**src/verilog/asu_defines.vh**
```
/*
  Shared constants of the serial core: register indices, field positions,
  interrupt ident codes and timing counts.
  Assumes inclusion by bare name from the core module.
*/
`ifndef ASU_DEFINES_VH
`define ASU_DEFINES_VH
`define ASU_REG_DATA    3'h0
`define ASU_REG_IER     3'h1
`define ASU_REG_IIR     3'h2
`define ASU_REG_LCR     3'h3
`define ASU_REG_MCR     3'h4
`define ASU_REG_LSR     3'h5
`define ASU_REG_MSR     3'h6
`define ASU_REG_SCR     3'h7
`define ASU_IER_RX      0
`define ASU_IER_TX      1
`define ASU_IER_LS      2
`define ASU_IER_MS      3
`define ASU_MCR_DTR     0
`define ASU_MCR_RTS     1
`define ASU_MCR_OUTA    2
`define ASU_MCR_OUTB    3
`define ASU_MCR_LOOP    4
`define ASU_LCR_BREAK   6
`define ASU_LCR_DLAB    7
`define ASU_IIR_NONE    8'h01
`define ASU_IIR_LS      8'h06
`define ASU_IIR_RX      8'h04
`define ASU_IIR_TX      8'h02
`define ASU_IIR_MS      8'h00
`define ASU_BAUD_TICKS  5'h10
`define ASU_TX_ALL_EMPTY_DELAY  2'h2
`define ASU_STRETCH_NS  1000
`define ASU_CLK_NS      4
`define ASU_STRETCH_CYC ((`ASU_STRETCH_NS + `ASU_CLK_NS - 1) / `ASU_CLK_NS)
`endif

```
**src/verilog/asu_core.v**
```verilog
/*
  Serial transmitter/receiver core with an 8-bit parallel host port.
  Assumes bus inputs are synchronous to ref_clk_i, one-cycle baud tick
  at 16x the bit rate, and 8 data bits, no parity, one stop bit framing.
*/
`timescale 1ns/1ps
`include "asu_defines.vh"

// Contract
// - Standard mode copies status to readable stage regardless of chip select.
// - Standard mode: enabling transmit interrupt fires only if holding register empty.
// - Standard mode captures write data at the strobe trailing edge.
// - Loopback forces request, ready and both user outputs high.
// - Standard mode offers a read/write scratch byte at address seven.
// - Standard mode interrupt stays high while any interrupt pending.
// - Standard mode all-empty bit set when holding and shifter both empty.
// - Start bit begins sixteen baud ticks after holding register write.
// - Holding write strobe leading edge clears holding-empty and all-empty.
// - Receiver sets error and ready flags during the first stop bit.
// - All-empty sets two baud ticks after the final stop bit.
// - Standard mode modem control pins change on that register's strobe trailing edge.
// - Loopback routes serial output back into the receiver.
// - Legacy mode copies status only while not chip selected.
// - Legacy ident read clears transmit interrupt or stores a pending clear.
// - Legacy: enabling transmit interrupt fires at once regardless of holding unless a clear is pending.
// - Legacy interrupt line pulses low after each chip-selected read while any interrupt pending.
// - Legacy all-empty bit follows the shifter alone.
// - Legacy writes pass transparently while the strobe is active.
// - Legacy start bit lengthened about one microsecond, last stop shortened.
// - Legacy: buffer loaded after last data bit, overrun at stop.
module asu_core #(
  parameter STRETCH_CYC = `ASU_STRETCH_CYC
) (
  input  wire       ref_clk_i,
  input  wire       reset_n_i,
  input  wire       legacy_mode_i,
  input  wire       baud_tick_i,
  input  wire       cs_i,
  input  wire       rd_i,
  input  wire       wr_i,
  input  wire [2:0] addr_i,
  input  wire [7:0] wdata_i,
  output reg  [7:0] rdata_o,
  output reg        irq_line_o,
  output reg        txd_o,
  input  wire       rxd_i,
  output reg        rts_n_o,
  output reg        dtr_n_o,
  output reg        user_out_a_n_o,
  output reg        user_out_b_n_o,
  input  wire [3:0] modem_in_n_i
);

  reg       rst_s1_r;
  reg       rst_n_r;
  always @(posedge ref_clk_i or negedge reset_n_i) begin
    if (!reset_n_i) begin
      rst_s1_r <= 1'b0;
      rst_n_r  <= 1'b0;
    end else begin
      rst_s1_r <= 1'b1;
      rst_n_r  <= rst_s1_r;
    end
  end

  reg       legacy_r;
  reg       wr_d_r;
  reg [2:0] addr_d_r;
  reg [7:0] wdata_d_r;
  reg [7:0] ier_r;
  reg [7:0] lcr_r;
  reg [4:0] mcr_r;
  reg [7:0] scr_r;
  reg [7:0] thr_r;
  reg       thr_empty_r;
  reg       tsr_empty_r;
  reg       tx_all_empty_r;
  reg [1:0] tx_all_empty_cnt_r;
  reg [3:0] tx_state_r;
  reg [3:0] tx_tick_r;
  reg [7:0] tx_sh_r;
  reg [3:0] tx_bit_r;
  reg [9:0] stretch_r;
  reg       tx_irq_r;
  reg       tx_clr_pend_r;
  reg [7:0] rx_buffer_r;
  reg [7:0] rx_sh_r;
  reg [1:0] rx_state_r;
  reg [3:0] rx_tick_r;
  reg [3:0] rx_bit_r;
  reg       rx_ready_flag_r;
  reg       overrun_r;
  reg       frame_err_r;
  reg       break_r;
  reg [7:0] lsr_slave_r;
  reg [7:0] msr_slave_r;
  reg [3:0] msr_prev_r;
  reg [3:0] msr_delta_r;
  reg       tx_ser_r;
  reg       irq_gap_r;

  localparam TX_IDLE = 4'h0;
  localparam TX_WAIT = 4'h1;
  localparam TX_START = 4'h2;
  localparam TX_DATA = 4'h3;
  localparam TX_STOP = 4'h4;
  localparam RX_IDLE = 2'h0;
  localparam RX_START = 2'h1;
  localparam RX_DATA = 2'h2;
  localparam RX_STOP = 2'h3;

  function hit;
    input [2:0] a;
    input [2:0] r;
    begin
      hit = (a == r);
    end
  endfunction

  wire wr_lead  = wr_i & cs_i & ~wr_d_r;
  wire wr_trail = ~wr_i & wr_d_r;
  // Legacy mode writes while the strobe is active; standard on release.
  wire do_wr    = legacy_r ? (wr_i & cs_i) : wr_trail;
  wire [2:0] wa = legacy_r ? addr_i : addr_d_r;
  wire [7:0] wd = legacy_r ? wdata_i : wdata_d_r;
  wire dlab     = lcr_r[`ASU_LCR_DLAB];
  wire loop     = mcr_r[`ASU_MCR_LOOP];
  wire thr_lead = wr_lead & hit(addr_i, `ASU_REG_DATA) & ~dlab;
  wire thr_wr   = do_wr & hit(wa, `ASU_REG_DATA) & ~dlab;
  wire ier_wr   = do_wr & hit(wa, `ASU_REG_IER) & ~dlab;
  wire rd_hit   = rd_i & cs_i;
  wire iir_rd   = rd_hit & hit(addr_i, `ASU_REG_IIR);
  wire rbr_rd   = rd_hit & hit(addr_i, `ASU_REG_DATA) & ~dlab;
  wire lsr_rd   = rd_hit & hit(addr_i, `ASU_REG_LSR);
  wire msr_rd   = rd_hit & hit(addr_i, `ASU_REG_MSR);
  wire rx_in    = loop ? tx_ser_r : rxd_i;
  wire [3:0] modem_now = loop ? mcr_r[3:0] : ~modem_in_n_i;
  wire ls_pend  = ier_r[`ASU_IER_LS] & (overrun_r | frame_err_r | break_r);
  wire rx_pend  = ier_r[`ASU_IER_RX] & rx_ready_flag_r;
  wire ms_pend  = ier_r[`ASU_IER_MS] & (|msr_delta_r);
  wire tx_pend  = ier_r[`ASU_IER_TX] & tx_irq_r;
  wire any_pend = ls_pend | rx_pend | tx_pend | ms_pend;
  wire [7:0] iir_val = ls_pend ? `ASU_IIR_LS : rx_pend ? `ASU_IIR_RX :
                       tx_pend ? `ASU_IIR_TX : ms_pend ? `ASU_IIR_MS :
                       `ASU_IIR_NONE;
  wire tick_mid = baud_tick_i & (tx_tick_r == 4'hF);
  wire rx_mid   = baud_tick_i & (rx_tick_r == 4'h7);
  wire [7:0] lsr_live = {1'b0,
    legacy_r ? tsr_empty_r : tx_all_empty_r,
    thr_empty_r, break_r, frame_err_r, 1'b0, overrun_r, rx_ready_flag_r};
  wire [7:0] msr_live = {modem_now, msr_delta_r};

  always @(posedge ref_clk_i or negedge rst_n_r) begin
    if (!rst_n_r) begin
      legacy_r <= 1'b0;
      wr_d_r <= 1'b0;
      addr_d_r <= 3'h0;
      wdata_d_r <= 8'h00;
      ier_r <= 8'h00;
      lcr_r <= 8'h00;
      mcr_r <= 5'h00;
      scr_r <= 8'h00;
      thr_r <= 8'h00;
      thr_empty_r <= 1'b1;
      tsr_empty_r <= 1'b1;
      tx_all_empty_r <= 1'b1;
      tx_all_empty_cnt_r <= 2'h0;
      tx_state_r <= TX_IDLE;
      tx_tick_r <= 4'h0;
      tx_sh_r <= 8'h00;
      tx_bit_r <= 4'h0;
      stretch_r <= 10'h000;
      tx_irq_r <= 1'b0;
      tx_clr_pend_r <= 1'b0;
      rx_buffer_r <= 8'h00;
      rx_sh_r <= 8'h00;
      rx_state_r <= RX_IDLE;
      rx_tick_r <= 4'h0;
      rx_bit_r <= 4'h0;
      rx_ready_flag_r <= 1'b0;
      overrun_r <= 1'b0;
      frame_err_r <= 1'b0;
      break_r <= 1'b0;
      lsr_slave_r <= 8'h60;
      msr_slave_r <= 8'h00;
      msr_prev_r <= 4'h0;
      msr_delta_r <= 4'h0;
      tx_ser_r <= 1'b1;
      irq_gap_r <= 1'b0;
      rdata_o <= 8'h00;
      irq_line_o <= 1'b0;
      txd_o <= 1'b1;
      rts_n_o <= 1'b1;
      dtr_n_o <= 1'b1;
      user_out_a_n_o <= 1'b1;
      user_out_b_n_o <= 1'b1;
    end else begin
      legacy_r <= legacy_mode_i;
      wr_d_r <= wr_i & cs_i;
      if (wr_i & cs_i) begin
        addr_d_r <= addr_i;
        wdata_d_r <= wdata_i;
      end
      if (do_wr) begin
        if (hit(wa, `ASU_REG_IER) & ~dlab)
          ier_r <= {4'h0, wd[3:0]};
        else if (hit(wa, `ASU_REG_LCR))
          lcr_r <= wd;
        else if (hit(wa, `ASU_REG_MCR))
          mcr_r <= wd[4:0];
        else if (hit(wa, `ASU_REG_SCR) & ~legacy_r)
          scr_r <= wd;
      end
      if (thr_wr)
        thr_r <= wd;
      // Outputs follow the register; loopback parks them inactive high.
      rts_n_o <= loop | ~mcr_r[`ASU_MCR_RTS];
      dtr_n_o <= loop | ~mcr_r[`ASU_MCR_DTR];
      user_out_a_n_o <= loop | ~mcr_r[`ASU_MCR_OUTA];
      user_out_b_n_o <= loop | ~mcr_r[`ASU_MCR_OUTB];

      // Transmit-empty interrupt source and its legacy pending clear.
      if (ier_wr & wd[`ASU_IER_TX] & ~ier_r[`ASU_IER_TX]) begin
        if (legacy_r)
          tx_irq_r <= ~tx_clr_pend_r;
        else
          tx_irq_r <= thr_empty_r;
        if (legacy_r)
          tx_clr_pend_r <= 1'b0;
      end else if (thr_lead) begin
        tx_irq_r <= 1'b0;
      end else if (iir_rd & legacy_r) begin
        if (tx_pend & (iir_val == `ASU_IIR_TX))
          tx_irq_r <= 1'b0;
        else
          tx_clr_pend_r <= 1'b1;
      end else if (iir_rd & (iir_val == `ASU_IIR_TX)) begin
        tx_irq_r <= 1'b0;
      end

      if (thr_lead) begin
        thr_empty_r <= 1'b0;
        tx_all_empty_r <= 1'b0;
        tx_all_empty_cnt_r <= 2'h0;
      end

      case (tx_state_r)
        TX_IDLE: begin
          tx_ser_r <= ~lcr_r[`ASU_LCR_BREAK];
          if (~thr_empty_r & ~thr_lead & ~wr_d_r) begin
            tx_state_r <= TX_WAIT;
            tx_tick_r <= 4'h0;
          end
        end
        TX_WAIT: begin
          // One bit time of delay before the start bit.
          if (baud_tick_i)
            tx_tick_r <= tx_tick_r + 4'h1;
          if (tick_mid) begin
            tx_sh_r <= thr_r;
            thr_empty_r <= 1'b1;
            tsr_empty_r <= 1'b0;
            if (legacy_r & ~tx_clr_pend_r)
              tx_irq_r <= 1'b1;
            else if (legacy_r)
              tx_clr_pend_r <= 1'b0;
            else
              tx_irq_r <= 1'b1;
            tx_ser_r <= 1'b0;
            tx_state_r <= TX_START;
            stretch_r <= legacy_r ? STRETCH_CYC[9:0] : 10'h000;
          end
        end
        TX_START: begin
          tx_ser_r <= 1'b0;
          // Legacy lookahead holds the start bit longer.
          if (stretch_r != 10'h000)
            stretch_r <= stretch_r - 10'h001;
          else begin
            if (baud_tick_i)
              tx_tick_r <= tx_tick_r + 4'h1;
            if (tick_mid) begin
              tx_state_r <= TX_DATA;
              tx_bit_r <= 4'h0;
            end
          end
        end
        TX_DATA: begin
          tx_ser_r <= tx_sh_r[0];
          if (baud_tick_i)
            tx_tick_r <= tx_tick_r + 4'h1;
          if (tick_mid) begin
            tx_sh_r <= {1'b0, tx_sh_r[7:1]};
            tx_bit_r <= tx_bit_r + 4'h1;
            if (tx_bit_r == 4'h7)
              tx_state_r <= TX_STOP;
          end
        end
        default: begin
          tx_ser_r <= 1'b1;
          if (baud_tick_i)
            tx_tick_r <= tx_tick_r + 4'h1;
          // Legacy stop ends one baud tick early to absorb the long start.
          if (tick_mid | (legacy_r & baud_tick_i &
              (tx_tick_r == 4'hE))) begin
            tsr_empty_r <= 1'b1;
            tx_tick_r <= 4'h0;
            tx_state_r <= TX_IDLE;
            tx_all_empty_cnt_r <= `ASU_TX_ALL_EMPTY_DELAY;
          end
        end
      endcase
      // Loopback parks the pin at mark so no character leaves the part.
      txd_o <= tx_ser_r | loop;
      if (tx_all_empty_cnt_r != 2'h0 & baud_tick_i & ~thr_lead) begin
        tx_all_empty_cnt_r <= tx_all_empty_cnt_r - 2'h1;
        if (tx_all_empty_cnt_r == 2'h1 & thr_empty_r)
          tx_all_empty_r <= 1'b1;
      end

      // Receiver, sampling at bit centre on the 16x tick.
      if (baud_tick_i)
        rx_tick_r <= rx_tick_r + 4'h1;
      case (rx_state_r)
        RX_IDLE: if (~rx_in) begin
          rx_state_r <= RX_START;
          rx_tick_r <= 4'h0;
        end
        RX_START: if (rx_mid) begin
          rx_state_r <= rx_in ? RX_IDLE : RX_DATA;
          rx_bit_r <= 4'h0;
        end
        RX_DATA: if (rx_mid) begin
          rx_sh_r <= {rx_in, rx_sh_r[7:1]};
          rx_bit_r <= rx_bit_r + 4'h1;
          if (rx_bit_r == 4'h7) begin
            rx_state_r <= RX_STOP;
            if (legacy_r)
              rx_buffer_r <= {rx_in, rx_sh_r[7:1]};
          end
        end
        default: if (rx_mid) begin
          rx_state_r <= RX_IDLE;
          if (~legacy_r)
            rx_buffer_r <= rx_sh_r;
          overrun_r <= overrun_r | rx_ready_flag_r;
          frame_err_r <= ~rx_in;
          break_r <= ~rx_in & (rx_sh_r == 8'h00);
          rx_ready_flag_r <= 1'b1;
        end
      endcase
      if (rbr_rd & ~(rx_state_r == RX_STOP & rx_mid))
        rx_ready_flag_r <= 1'b0;
      if (lsr_rd & ~(rx_state_r == RX_STOP & rx_mid)) begin
        overrun_r <= 1'b0;
        frame_err_r <= 1'b0;
        break_r <= 1'b0;
      end

      msr_prev_r <= modem_now;
      if (msr_rd)
        msr_delta_r <= modem_now ^ msr_prev_r;
      else
        msr_delta_r <= msr_delta_r | (modem_now ^ msr_prev_r);

      if (~legacy_r | ~cs_i) begin
        lsr_slave_r <= lsr_live;
        msr_slave_r <= msr_live;
      end

      // Legacy line drops for one cycle after each chip-selected read of any register while an interrupt is pending.
      irq_gap_r <= legacy_r & rd_hit & any_pend;
      irq_line_o <= any_pend & ~(legacy_r & irq_gap_r);

      if (rd_hit) begin
        if (hit(addr_i, `ASU_REG_DATA))
          rdata_o <= rx_buffer_r;
        else if (hit(addr_i, `ASU_REG_IER))
          rdata_o <= ier_r;
        else if (hit(addr_i, `ASU_REG_IIR))
          rdata_o <= iir_val;
        else if (hit(addr_i, `ASU_REG_LCR))
          rdata_o <= lcr_r;
        else if (hit(addr_i, `ASU_REG_MCR))
          rdata_o <= {3'h0, mcr_r};
        else if (hit(addr_i, `ASU_REG_LSR))
          rdata_o <= lsr_slave_r;
        else if (hit(addr_i, `ASU_REG_MSR))
          rdata_o <= msr_slave_r;
        else
          rdata_o <= legacy_r ? 8'h00 : scr_r;
      end
    end
  end

endmodule // asu_core

```
**config.mk**
```make
export PLATFORM = sky130hd
export DESIGN_NAME = asu_core
export DESIGN_NICKNAME = d
export VERILOG_FILES = /design/src/verilog/asu_core.v
export VERILOG_INCLUDE_DIRS = /design/src /design/src/verilog
export SDC_FILE = /design/constraint.sdc
export NUM_CORES = 1
export LEC_CHECK = 0
export BUFFER_PORTS_ARGS = -buffer_cell sky130_fd_sc_hd__buf_2
export CORE_MARGIN = 2
export CORE_UTILIZATION = 45
export CTS_CLUSTER_DIAMETER = 60
export CTS_CLUSTER_SIZE = 10
export DETAILED_ROUTE_END_ITERATION = 10
export PLACE_DENSITY = 0.71
export SLEW_MARGIN = 15
export SYNTH_ARGS = -nofsm -noshare
export SYNTH_HDL_FRONTEND = slang
export SYNTH_SLANG_ARGS = --single-unit
```
**constraint.sdc**
```tcl
create_clock -name ref_clk_i -period 4.2 [get_ports ref_clk_i]
set_input_delay 0 -clock ref_clk_i [delete_from_list [all_inputs] [get_ports ref_clk_i]]
set_output_delay 0 -clock ref_clk_i [all_outputs]
set_load 0.05 [all_outputs]
```
### Yosys cells after proc, flatten, opt, wreduce, memory -nomap -nowiden

Index checks and enable logic that the tools add are counted.

* register bits after elaboration: 153
* input bits: 23
* word-level logic and storage cells: 315

* add/subtract/negate cells: 6
* equal/unequal tests: 38
* multiplexer cells: 107
* bitwise operators: 82
* reduce and logical (&&, ||, !) cells: 38

Operators with widths (number)
* two-way mux 8 bit: 17
* two-way mux 4 bit: 21
* bitwise AND 1 bit: 44
* two-way mux 1 bit: 43
* one-hot mux 8 bit (2 select lines): 2
* != test 2 bit (second input constant): 12
* two-way mux 2 bit: 11
* inverter 1 bit: 22
* two-way mux 10 bit: 2
* one-hot mux 10 bit (2 select lines): 1
* nonzero test 2 bit: 9
* adder 4 x 1 -> 4 bit (second input constant): 4
* one-hot mux 4 bit (2 select lines): 2
* one-hot mux 4 bit (4 select lines): 1
* equality test 3 bit (second input constant): 5
* AND reduction 3 bit: 5
* AND reduction 5 bit: 3
* OR 1 bit: 13
* equality test 3 x 2 -> 1 bit (second input constant): 4
* equality test 4 x 3 -> 1 bit (second input constant): 3
* one-hot mux 4 bit (3 select lines): 1
* AND reduction 2 bit: 5
* nonzero test 10 bit: 1
* subtractor 10 x 1 -> 10 bit (second input constant): 1
* 25 further kinds: 39

### Logic depth before layout (Yosys ltp)

Gate-level depths: netlist of run 1.

* depth after elaboration: 16
* depth in mapped cells: 7
* gate-level depth less buffers: 6

### Least setup slack after synthesis of run 1

No wires, ideal clock.

* path kind: flip-flop to flip-flop
* from: register stretch_r[0]
* to: register tx_tick_r[0]
* arrival time: 1.886 ns
* required time: 4.117 ns
* setup slack: 2.232 ns
* stages on the path, launching flop included: 7
* buffers on the path: 0
* cell sequence: dfrtp_1 -> inv_1 -> ha_1 -> nor3b_2 -> a41oi_1 -> or4b_2 -> o21ai_0

* word-level cells in the longest chain between the ends: 3

RTL lines
* start: declaration: line asu_core.v:83 `reg [9:0] stretch_r;`
* start signal: assignment: line asu_core.v:271 `stretch_r <= legacy_r ? STRETCH_CYC[9:0] : 10'h000;`
* start signal: assignment: line asu_core.v:278 `stretch_r <= stretch_r - 10'h001;`
* nonzero test 10 bit: line asu_core.v:277 `if (stretch_r != 10'h000)`
* != test 2 bit (no source line)
* AND reduction 2 bit (no source line)
* end signal: assignment: line asu_core.v:281 `tx_tick_r <= tx_tick_r + 4'h1;`
* end signal: assignment: line asu_core.v:291 `tx_tick_r <= tx_tick_r + 4'h1;`
* end signal: assignment: line asu_core.v:302 `tx_tick_r <= tx_tick_r + 4'h1;`
* end: declaration: line asu_core.v:80 `reg [3:0] tx_tick_r;`

Every way passes these cells.
A chain may end at the register's enable or synchronous reset.

### Worst setup path in the final report of run 1

* from: register tx_state_r[1]
* to: register stretch_r[0]

* word-level cells in the longest chain between the ends: 3

RTL lines
* start: declaration: line asu_core.v:79 `reg [3:0] tx_state_r;`
* start signal: assignment: line asu_core.v:168 `tx_state_r <= TX_IDLE;`
* start signal: assignment: line asu_core.v:251 `tx_state_r <= TX_WAIT;`
* start signal: assignment: line asu_core.v:270 `tx_state_r <= TX_START;`
* equality test 4 x 2 -> 1 bit / equality test 4 x 1 -> 1 bit (equally long branches): line asu_core.v:247 `case (tx_state_r)`
* != test 2 bit (no source line) / nonzero test 2 bit (equally long branches)
* AND reduction 3 bit (no source line)

Parallel ways exist; a longest one is shown, timed or not.

==> results of run 1 <==
flip-flops by register name, indices dropped and copies added, names as in the netlist, 5 cells and up:
register and flops:
stretch_r 10, lcr_r 8, msr_slave_r 8, rdata_o 8, rx_buffer_r 8, rx_sh_r 8
scr_r 8, thr_r 8, tx_sh_r 8, wdata_d_r 8, lsr_slave_r 6, mcr_r 5
critical path, delay by kind of cell, from the launching register on:
family / cells / cell delay, ns
simple gates: 2 / 0.97
flops: 1 / 0.84
compound gates: 1 / 0.72
mux: 1 / 0.35
power groups by stage:
stage / Clock (mW) / Combinational [mW] / Sequential [mW]
floorplan: 0 / 1.05 / 2.35
global placement: 0 / 1.34 / 2.36
detailed placement: 0 / 1.42 / 2.39
CTS: 1.67 / 1.44 / 2.36
global route: 1.74 / 1.59 / 2.44
finish: 1.65 / 1.44 / 2.38
worst max path at each step:
stage / cells after the start / endpoint / slack (ns)
floorplan: 0 / addr_d_r[0] / 1.69
global placement: 4 / stretch_r[1] / 1.39
detailed placement: 4 / stretch_r[0] / 1.23
CTS: 4 / stretch_r[0] / 1.20
global route: 4 / stretch_r[1] / 1.04
finish: 4 / stretch_r[0] / 1.20
synth_stat cells (4+ instances only):
cell type	instances	area [um^2]
inv_1	26	97.6
nor3_1	18	90.1
a22o_1	4	35.0
a21oi_1	56	280
xnor2_1	5	43.8
nor4_1	6	37.5
a31oi_1	7	43.8
o21ai_0	31	155
a311oi_1	6	52.6
ha_1	8	100
clkbuf_1	32	120
and2_1	5	31.3
nor2b_1	7	43.8
mux2_2	47	529
o22a_1	5	43.8
mux2i_1	31	310
a211oi_1	5	37.5
nor3b_1	9	67.6
o22ai_1	7	43.8
nor2_1	59	221
o2bb2ai_1	4	35.0
dfrtp_1	141	3530
or3_1	6	37.5
nand3_1	12	60.1
o31ai_1	5	37.5
dfstp_2	11	289
nand2b_1	11	68.8
nand2_1	53	199
buf_2	4	20.0
nand3b_1	12	90.1
nand4_1	10	62.6
stage by stage:
stage          hold slack, ns  cell area (um^2)   util
2_1_floorplan          -0.296              7420      -
3_3_place_gp           -0.216              7770  0.486
3_5_place_dp           -0.212              7770  0.486
4_1_cts                0.0177              8590  0.537
5_1_grt                0.0155              8590  0.537
6_report               0.0192              8590  0.537
layout by cell type (no fill, tap or decap), types with 6 or more instances in the layout:
master	synthesis	final
mux2i_1	31	31
dfstp_2	11	11
nor4_1	6	6
nand3b_1	12	12
a311oi_1	6	6
dlygate4sd3_1	0	18
buf_2	4	36
nor2b_1	7	7
nor3b_1	9	9
nand3_1	12	12
nand2b_1	11	11
clkbuf_16	0	17
nand2_1	53	53
o22ai_1	7	7
or3_1	6	6
nor3_1	18	18
nor2_1	59	59
inv_1	26	26
mux2_2	47	47
o21ai_0	31	31
ha_1	8	8
a31oi_1	7	7
nand4_1	10	10
dfrtp_1	141	140
a21oi_1	56	56
cell families after synthesis:
logic type,count (synthesis)
buffers and inverters,68
DFF,152
and+or+nand+nor,233
other,1
AOI/OAI and AO/OA,162
adders and majority gates,8
xor gates and xnor gates,8
muxes,79
per-layer routing:
layer	global-route usage	vias up	wire [um]
met5	0	-	0
met4	0.0645	0	325
met3	0.0460	33	973
met2	0.329	211	8540
met1	0.277	2856	7590
li1	-	2651	-
cell type report:
cell class                      instances  area share
Clock buffer                           25      0.0577
Clock inverter                          7      0.0165
Tap cell                              216      0.0315
Timing Repair Buffer                   59      0.0478
Multi-Input combinational cell        491       0.389
Inverter                               29      0.0127
Sequential cell                       152       0.445
what timing repair did:
action                     CTS  global route
hold buffers                18             0
setup endpoints to repair    0             0
hold endpoints to repair    28             0
gates resized for setup      0             0
==> metrics.md, run 1 <==
| Metric | Value |
|---|---|
| Status | completed |
| Post-synthesis mux area share | 0.116 |
| Die H | between 100 and 150 um |
| Flops & latches, synth | around 150 |
| Core region area | between 15000 and 20000 um^2 |
| Placed cells | 929 |
| Register area | 3820 um^2 |
| Top achievable clock speed | roughly 330 MHz |
| Static leakage | roughly 3.8 nW |
| Crit path from | tx_state_r[1] |
| Max-Cap Viols | 0 |
| Worst Hold Path Cells | 3 |
| Max Root-Sink Buffers | 2 |
| Routed Antenna Nets | 0 |
| Min-delay src | rxd_i |
| Number of synthesized flops with an enable pin | 0 |
| CP arrival | between 3 and 4 ns |
| Final hold vios | 0 |
| Post-synthesis sequential area ratio | 0.514 |
| Initial antenna violation count | 0 |
| Post-synthesis compound-gate area fraction | 0.145 |
| 1st-pass router iterations | 5 |
| Switching part of the total | 0.340 |
| DRT iter0 DRCs | roughly 680 |
| HPWL after detailed placement | 11.8 mm |
| Setup-failing EPs final | 0 |
| Vias in the first global route | 5674 |
| Worst R2R Path Depth | 4 |
| Pint | 3.60 mW |
| Buffers inserted by post-CTS timing repair | 0 |
| Final WL | about 17 mm |
| Setup ws final | between 1 and 1.5 ns |
| RSZ-0062 raised after global routing | no |
| Worst-Skew Late Latency | 0.43 ns |
| Port Buffers | 36 |
| Minimum clock period | roughly 3 ns |
| Die width | roughly 130 um |
| CP max stage cell | dfrtp_1 |
| Drt via density | between 5 and 6 |
| GRT Residual Overflow | 0 |
| Net Sw Power | roughly 1.9 mW |
| # DRC | 0 |
| Largest family of logic cells by synthesized area | simple AND/OR/NAND/NOR gates |
| Asr flop ratio synth | 1.00 |
| CTS tree | yes |
| H-Tree Depth | 4 |
| Drt wl/cell | 17.8 um |
| Dpl ws | 1.23 ns |
| Die Area | 17500 um^2 |
| Worst-margin pin slew | roughly 0.97 ns |
| Std-Cell Rows | between 40 and 50 |
| Synthesized area | about 7400 um^2 |
| Adder-cell share of the synthesized area | 0.0135 |
| XOR/XNOR Fraction of Synth Area | 0.00944 |
| # fillers | roughly 1400 |
| CP max FO | 22 |
| Final Non-Filler Cells | about 980 |
| Comb pwr share | 0.264 |
| YS warnings | 0 |
| CP required | ~4.5 ns |
| Worst IR Drop VDD | 0.379 mV |
| Fin crit share | 0.715 |
| Clock Skew | roughly 0.015 ns |
| CTS Sinks | 152 |
| Max_slew headroom | 0.350 |
| Worst hold endpoint | break_r |
| Final Wtd Congestion | about 0.86 |
| Multi-input gate area | ~3300 um^2 |
| Mapped Avg Cell Area | 10.4 um^2 |
| Critical Path Max Stage Delay | 0.84 ns |
| Startpoint Class | flop |
| Share of layout cells above drive strength 1 | 0.193 |
| CTS buffer count | 17 |
| CP Cell Sequence | or3b_2 -> a31oi_1 -> nor2_1 -> mux2_2 |
| PD cells | 636 nW/um^2 |
| Reg2reg setup slack | roughly 1.2 ns |
| Max-slew violation count | 0 |
| Synthesis-to-finish area growth | 15.7% |
| Vias | 5751 |
| Yosys cell types | between 70 and 80 |
| Gate Count Post-Synth | about 710 |
| Area share of and/or/nand/nor cells after synthesis | 0.166 |
| HP Class | in -> reg |
| CTS root buf | clkbuf_16 |
| Tot GR Track Use | 0.204 |
| Ys flop type | dfrtp_1 |
| R2r endpoint | stretch_r[0] |
| Critical R2R Launch | tx_state_r[1] |
| Sequential share of power | 0.435 |
| Post-Route Setup TNS | 0 ns |
| Largest net degree at the start of global routing | 86 |
| Number of diodes | 0 |
| Worst-path clk slew | 0.07 ns |
| Syn nets | about 740 |
| Initial Util | 0.464 |
| Clock Power Share | 0.301 |
| Critical Path End Type | flop |
| I/O pin total | 37 |
| Crit Path Class | reg -> reg |
| First-pass GRT wire length | 28.9 mm |
| Power, Total | ~5.5 mW |
| Post-layout net count | between 700 and 800 |
Note: power is estimated with default switching activity, not from simulation.
==> inputs of run 2 (changes only) <==
clock period = 2.69 ns   (was 4.2 ns; I/O delays follow)
==> run 2 against run 1 <==
- core utilization is 0.73 points higher
- combinational power is 60% higher
- global-route usage is 0.16 points higher
- sequential share of layout area is 0.59 points lower
- critical path type unchanged
- largest cell class unchanged
==> metrics.md, run 2 (same netlist as run 1, synthesis figures left out) <==
| Metric | Value |
|---|---|
| Status | completed |
| Most common cell after layout, fill and taps aside | dfrtp_1 |
| HP Class | in -> reg |
| Critical R2R Launch | stretch_r[0] |
| Max-slew violation count | 0 |
| Tot GR Track Use | 0.206 |
| CP Cell Sequence | inv_1 -> ha_1 -> nor3b_2 -> a41oi_1 -> or4b_2 -> o21ai_0 |
| Die width | around 130 um |
| Initial Util | 0.464 |
| CP required | around 3 ns |
| Std-Cell Rows | 46 |
| Static leakage | 3.86 nW |
| Vias | roughly 5700 |
| CTS buffer count | 17 |
| Most frequent cells in the layout | dfrtp_1 (140), nor2_1 (59), a21oi_1 (56) |
| Setup-failing EPs final | 0 |
| Drt via density | 5.75 |
| # fillers | around 1400 |
| Final hold vios | 0 |
| Largest register FFs | 10 |
| Power, Total | 8.67 mW |
| CP Depth | 6 |
| RSZ-0062 raised after global routing | no |
| Buffers inserted by post-CTS timing repair | 0 |
| Reg2reg setup slack | around 0.42 ns |
| Synthesis-to-finish area growth | 17.3% |
| CTS root buf | clkbuf_16 |
| Fin crit share | 0.845 |
| Sequential share of power | 0.424 |
| Post-layout net count | between 700 and 800 |
| Cts repair resizes | 0 |
| Core region area | 16000 um^2 |
| Crit Path Class | reg -> reg |
| Share of layout cells above drive strength 1 | 0.206 |
| HPWL after detailed placement | roughly 12 mm |
| Port Buffers | 36 |
| End point of the critical path | tx_tick_r[0] |
| Minimum clock period | 2.27 ns |
| Startpoint Class | flop |
| Design Area, Final | 8710 um^2 |
| First-pass GRT wire length | between 20 and 30 mm |
| Final Wtd Congestion | slightly below 0.9 |
| Max-Cap Viols | 0 |
| Worst-Skew Late Latency | around 0.42 ns |
| Clock Skew | about 0.0077 ns |
| WHS | between 0.02 and 0.03 ns |
| R2r endpoint | tx_tick_r[0] |
| Pint | ~5.7 mW |
| CP max stage cell | or4b_2 |
| Worst IR Drop VDD | 0.663 mV |
| Top achievable clock speed | between 400 and 500 MHz |
| CP max FO | 8 |
| Critical Path End Type | flop |
| Max Root-Sink Buffers | 2 |
| CTS tree | yes |
| 1st-pass router iterations | 6 |
| Die Area | between 15000 and 20000 um^2 |
| Crit-path leading delay family | simple AND/OR/NAND/NOR gates |
| Initial antenna violation count | 0 |
| Placement Cell Area | ~7900 um^2 |
| Bufs and invs on worst path | 1 |
| # DRC | 0 |
| GRT Residual Overflow | 0 |
| Crit path from | stretch_r[0] |
| Die H | roughly 130 um |
| Net Sw Power | slightly below 3 mW |
| DRT iter0 DRCs | between 600 and 700 |
| Post-Route Setup TNS | 0 ns |
| Critical Path Max Stage Delay | approximately 0.67 ns |
| Switching part of the total | 0.339 |
| Hold Buf Count CTS | 19 |
| Placed cells | 940 |
| Vias in the first global route | around 5700 |
| Worst-margin pin slew | 0.780 ns |
| PD cells | between 900 and 1000 nW/um^2 |
| Worst-path clk slew | roughly 0.060 ns |
| Worst R2R Path Depth | 6 |
| Final Non-Filler Cells | 991 |
| I/O pin total | 37 |
| CP arrival | between 2 and 3 ns |
| Comb pwr share | 0.267 |
| Largest Register | stretch_r |
| Number of diodes | 0 |
| Largest net degree at the start of global routing | 69 |
| H-Tree Depth | 4 |
| CTS Sinks | approximately 150 |
| Max_slew headroom | 0.479 |
| Routed Antenna Nets | 0 |
| Final WL | ~17 mm |
| Clock Power Share | 0.310 |
| Drt wl/cell | ~17 um |
## run 2: changes by cell type in the layout (fill, tap and decap cells not counted), sizes merged
cell         before  now
dlygate4sd3      18   19
clkinvlp          1    2
clkinv            3    6
bufinv            4    6
buf              41   52
clkbuf           25   19
## run 2: tightest hold or removal path, delay by kind of cell
kind / cells / cell delay, ns
and+or+nand+nor: 1 / 0.06
buffers and inverters: 1 / 0.18
muxes: 1 / 0.17
## run 2: how the worst min path moves through the flow
| stage | from | to | slack [ns] | cells past startpoint |
|---|---|---|---|---|
| 3_5_place_dp | reset_n_i | rst_s1_r | -0.21 | 1 |
| 2_1_floorplan | reset_n_i | rst_n_r | -0.30 | 0 |
| 3_3_place_gp | reset_n_i | rst_s1_r | -0.21 | 1 |
| 6_report | baud_tick_i | rx_tick_r[1] | 0.03 | 3 |
| 5_1_grt | baud_tick_i | rx_tick_r[1] | 0.04 | 3 |
| 4_1_cts | baud_tick_i | rx_tick_r[1] | 0.03 | 3 |
## run 2: power groups by stage
stage               combinational (mW)  clock [mW]  sequential (mW)
floorplan                         1.64           0             3.66
global placement                  2.17           0             3.64
detailed placement                2.28           0             3.69
CTS                               2.32        2.70             3.66
global route                      2.57        2.82             3.77
finish                            2.31        2.68             3.67
## run 2: stage by stage
step                setup slack, ns   util
floorplan                     0.181      -
CTS                           0.442  0.544
global route                  0.284  0.544
finish                        0.416  0.544
detailed placement            0.457  0.491
global placement              0.539  0.491
## run 2: layer usage
layer | GRT usage | part of all wire
met1 | 0.276 | 0.45
met2 | 0.336 | 0.49
met3 | 0.0487 | 0.048
met4 | 0.0603 | 0.016
met5 | 0 | 0
## run 2: cell type report
type / instances / area (um^2) / share of cell area
flip-flops and latches: 152 / 3820 / 0.439
clock inverters: 13 / 228 / 0.0262
repair buffers: 71 / 503 / 0.0578
multi-input cells: 491 / 3340 / 0.384
well taps: 216 / 270 / 0.0310
inverters: 29 / 109 / 0.0125
clock buffers: 19 / 433 / 0.0497
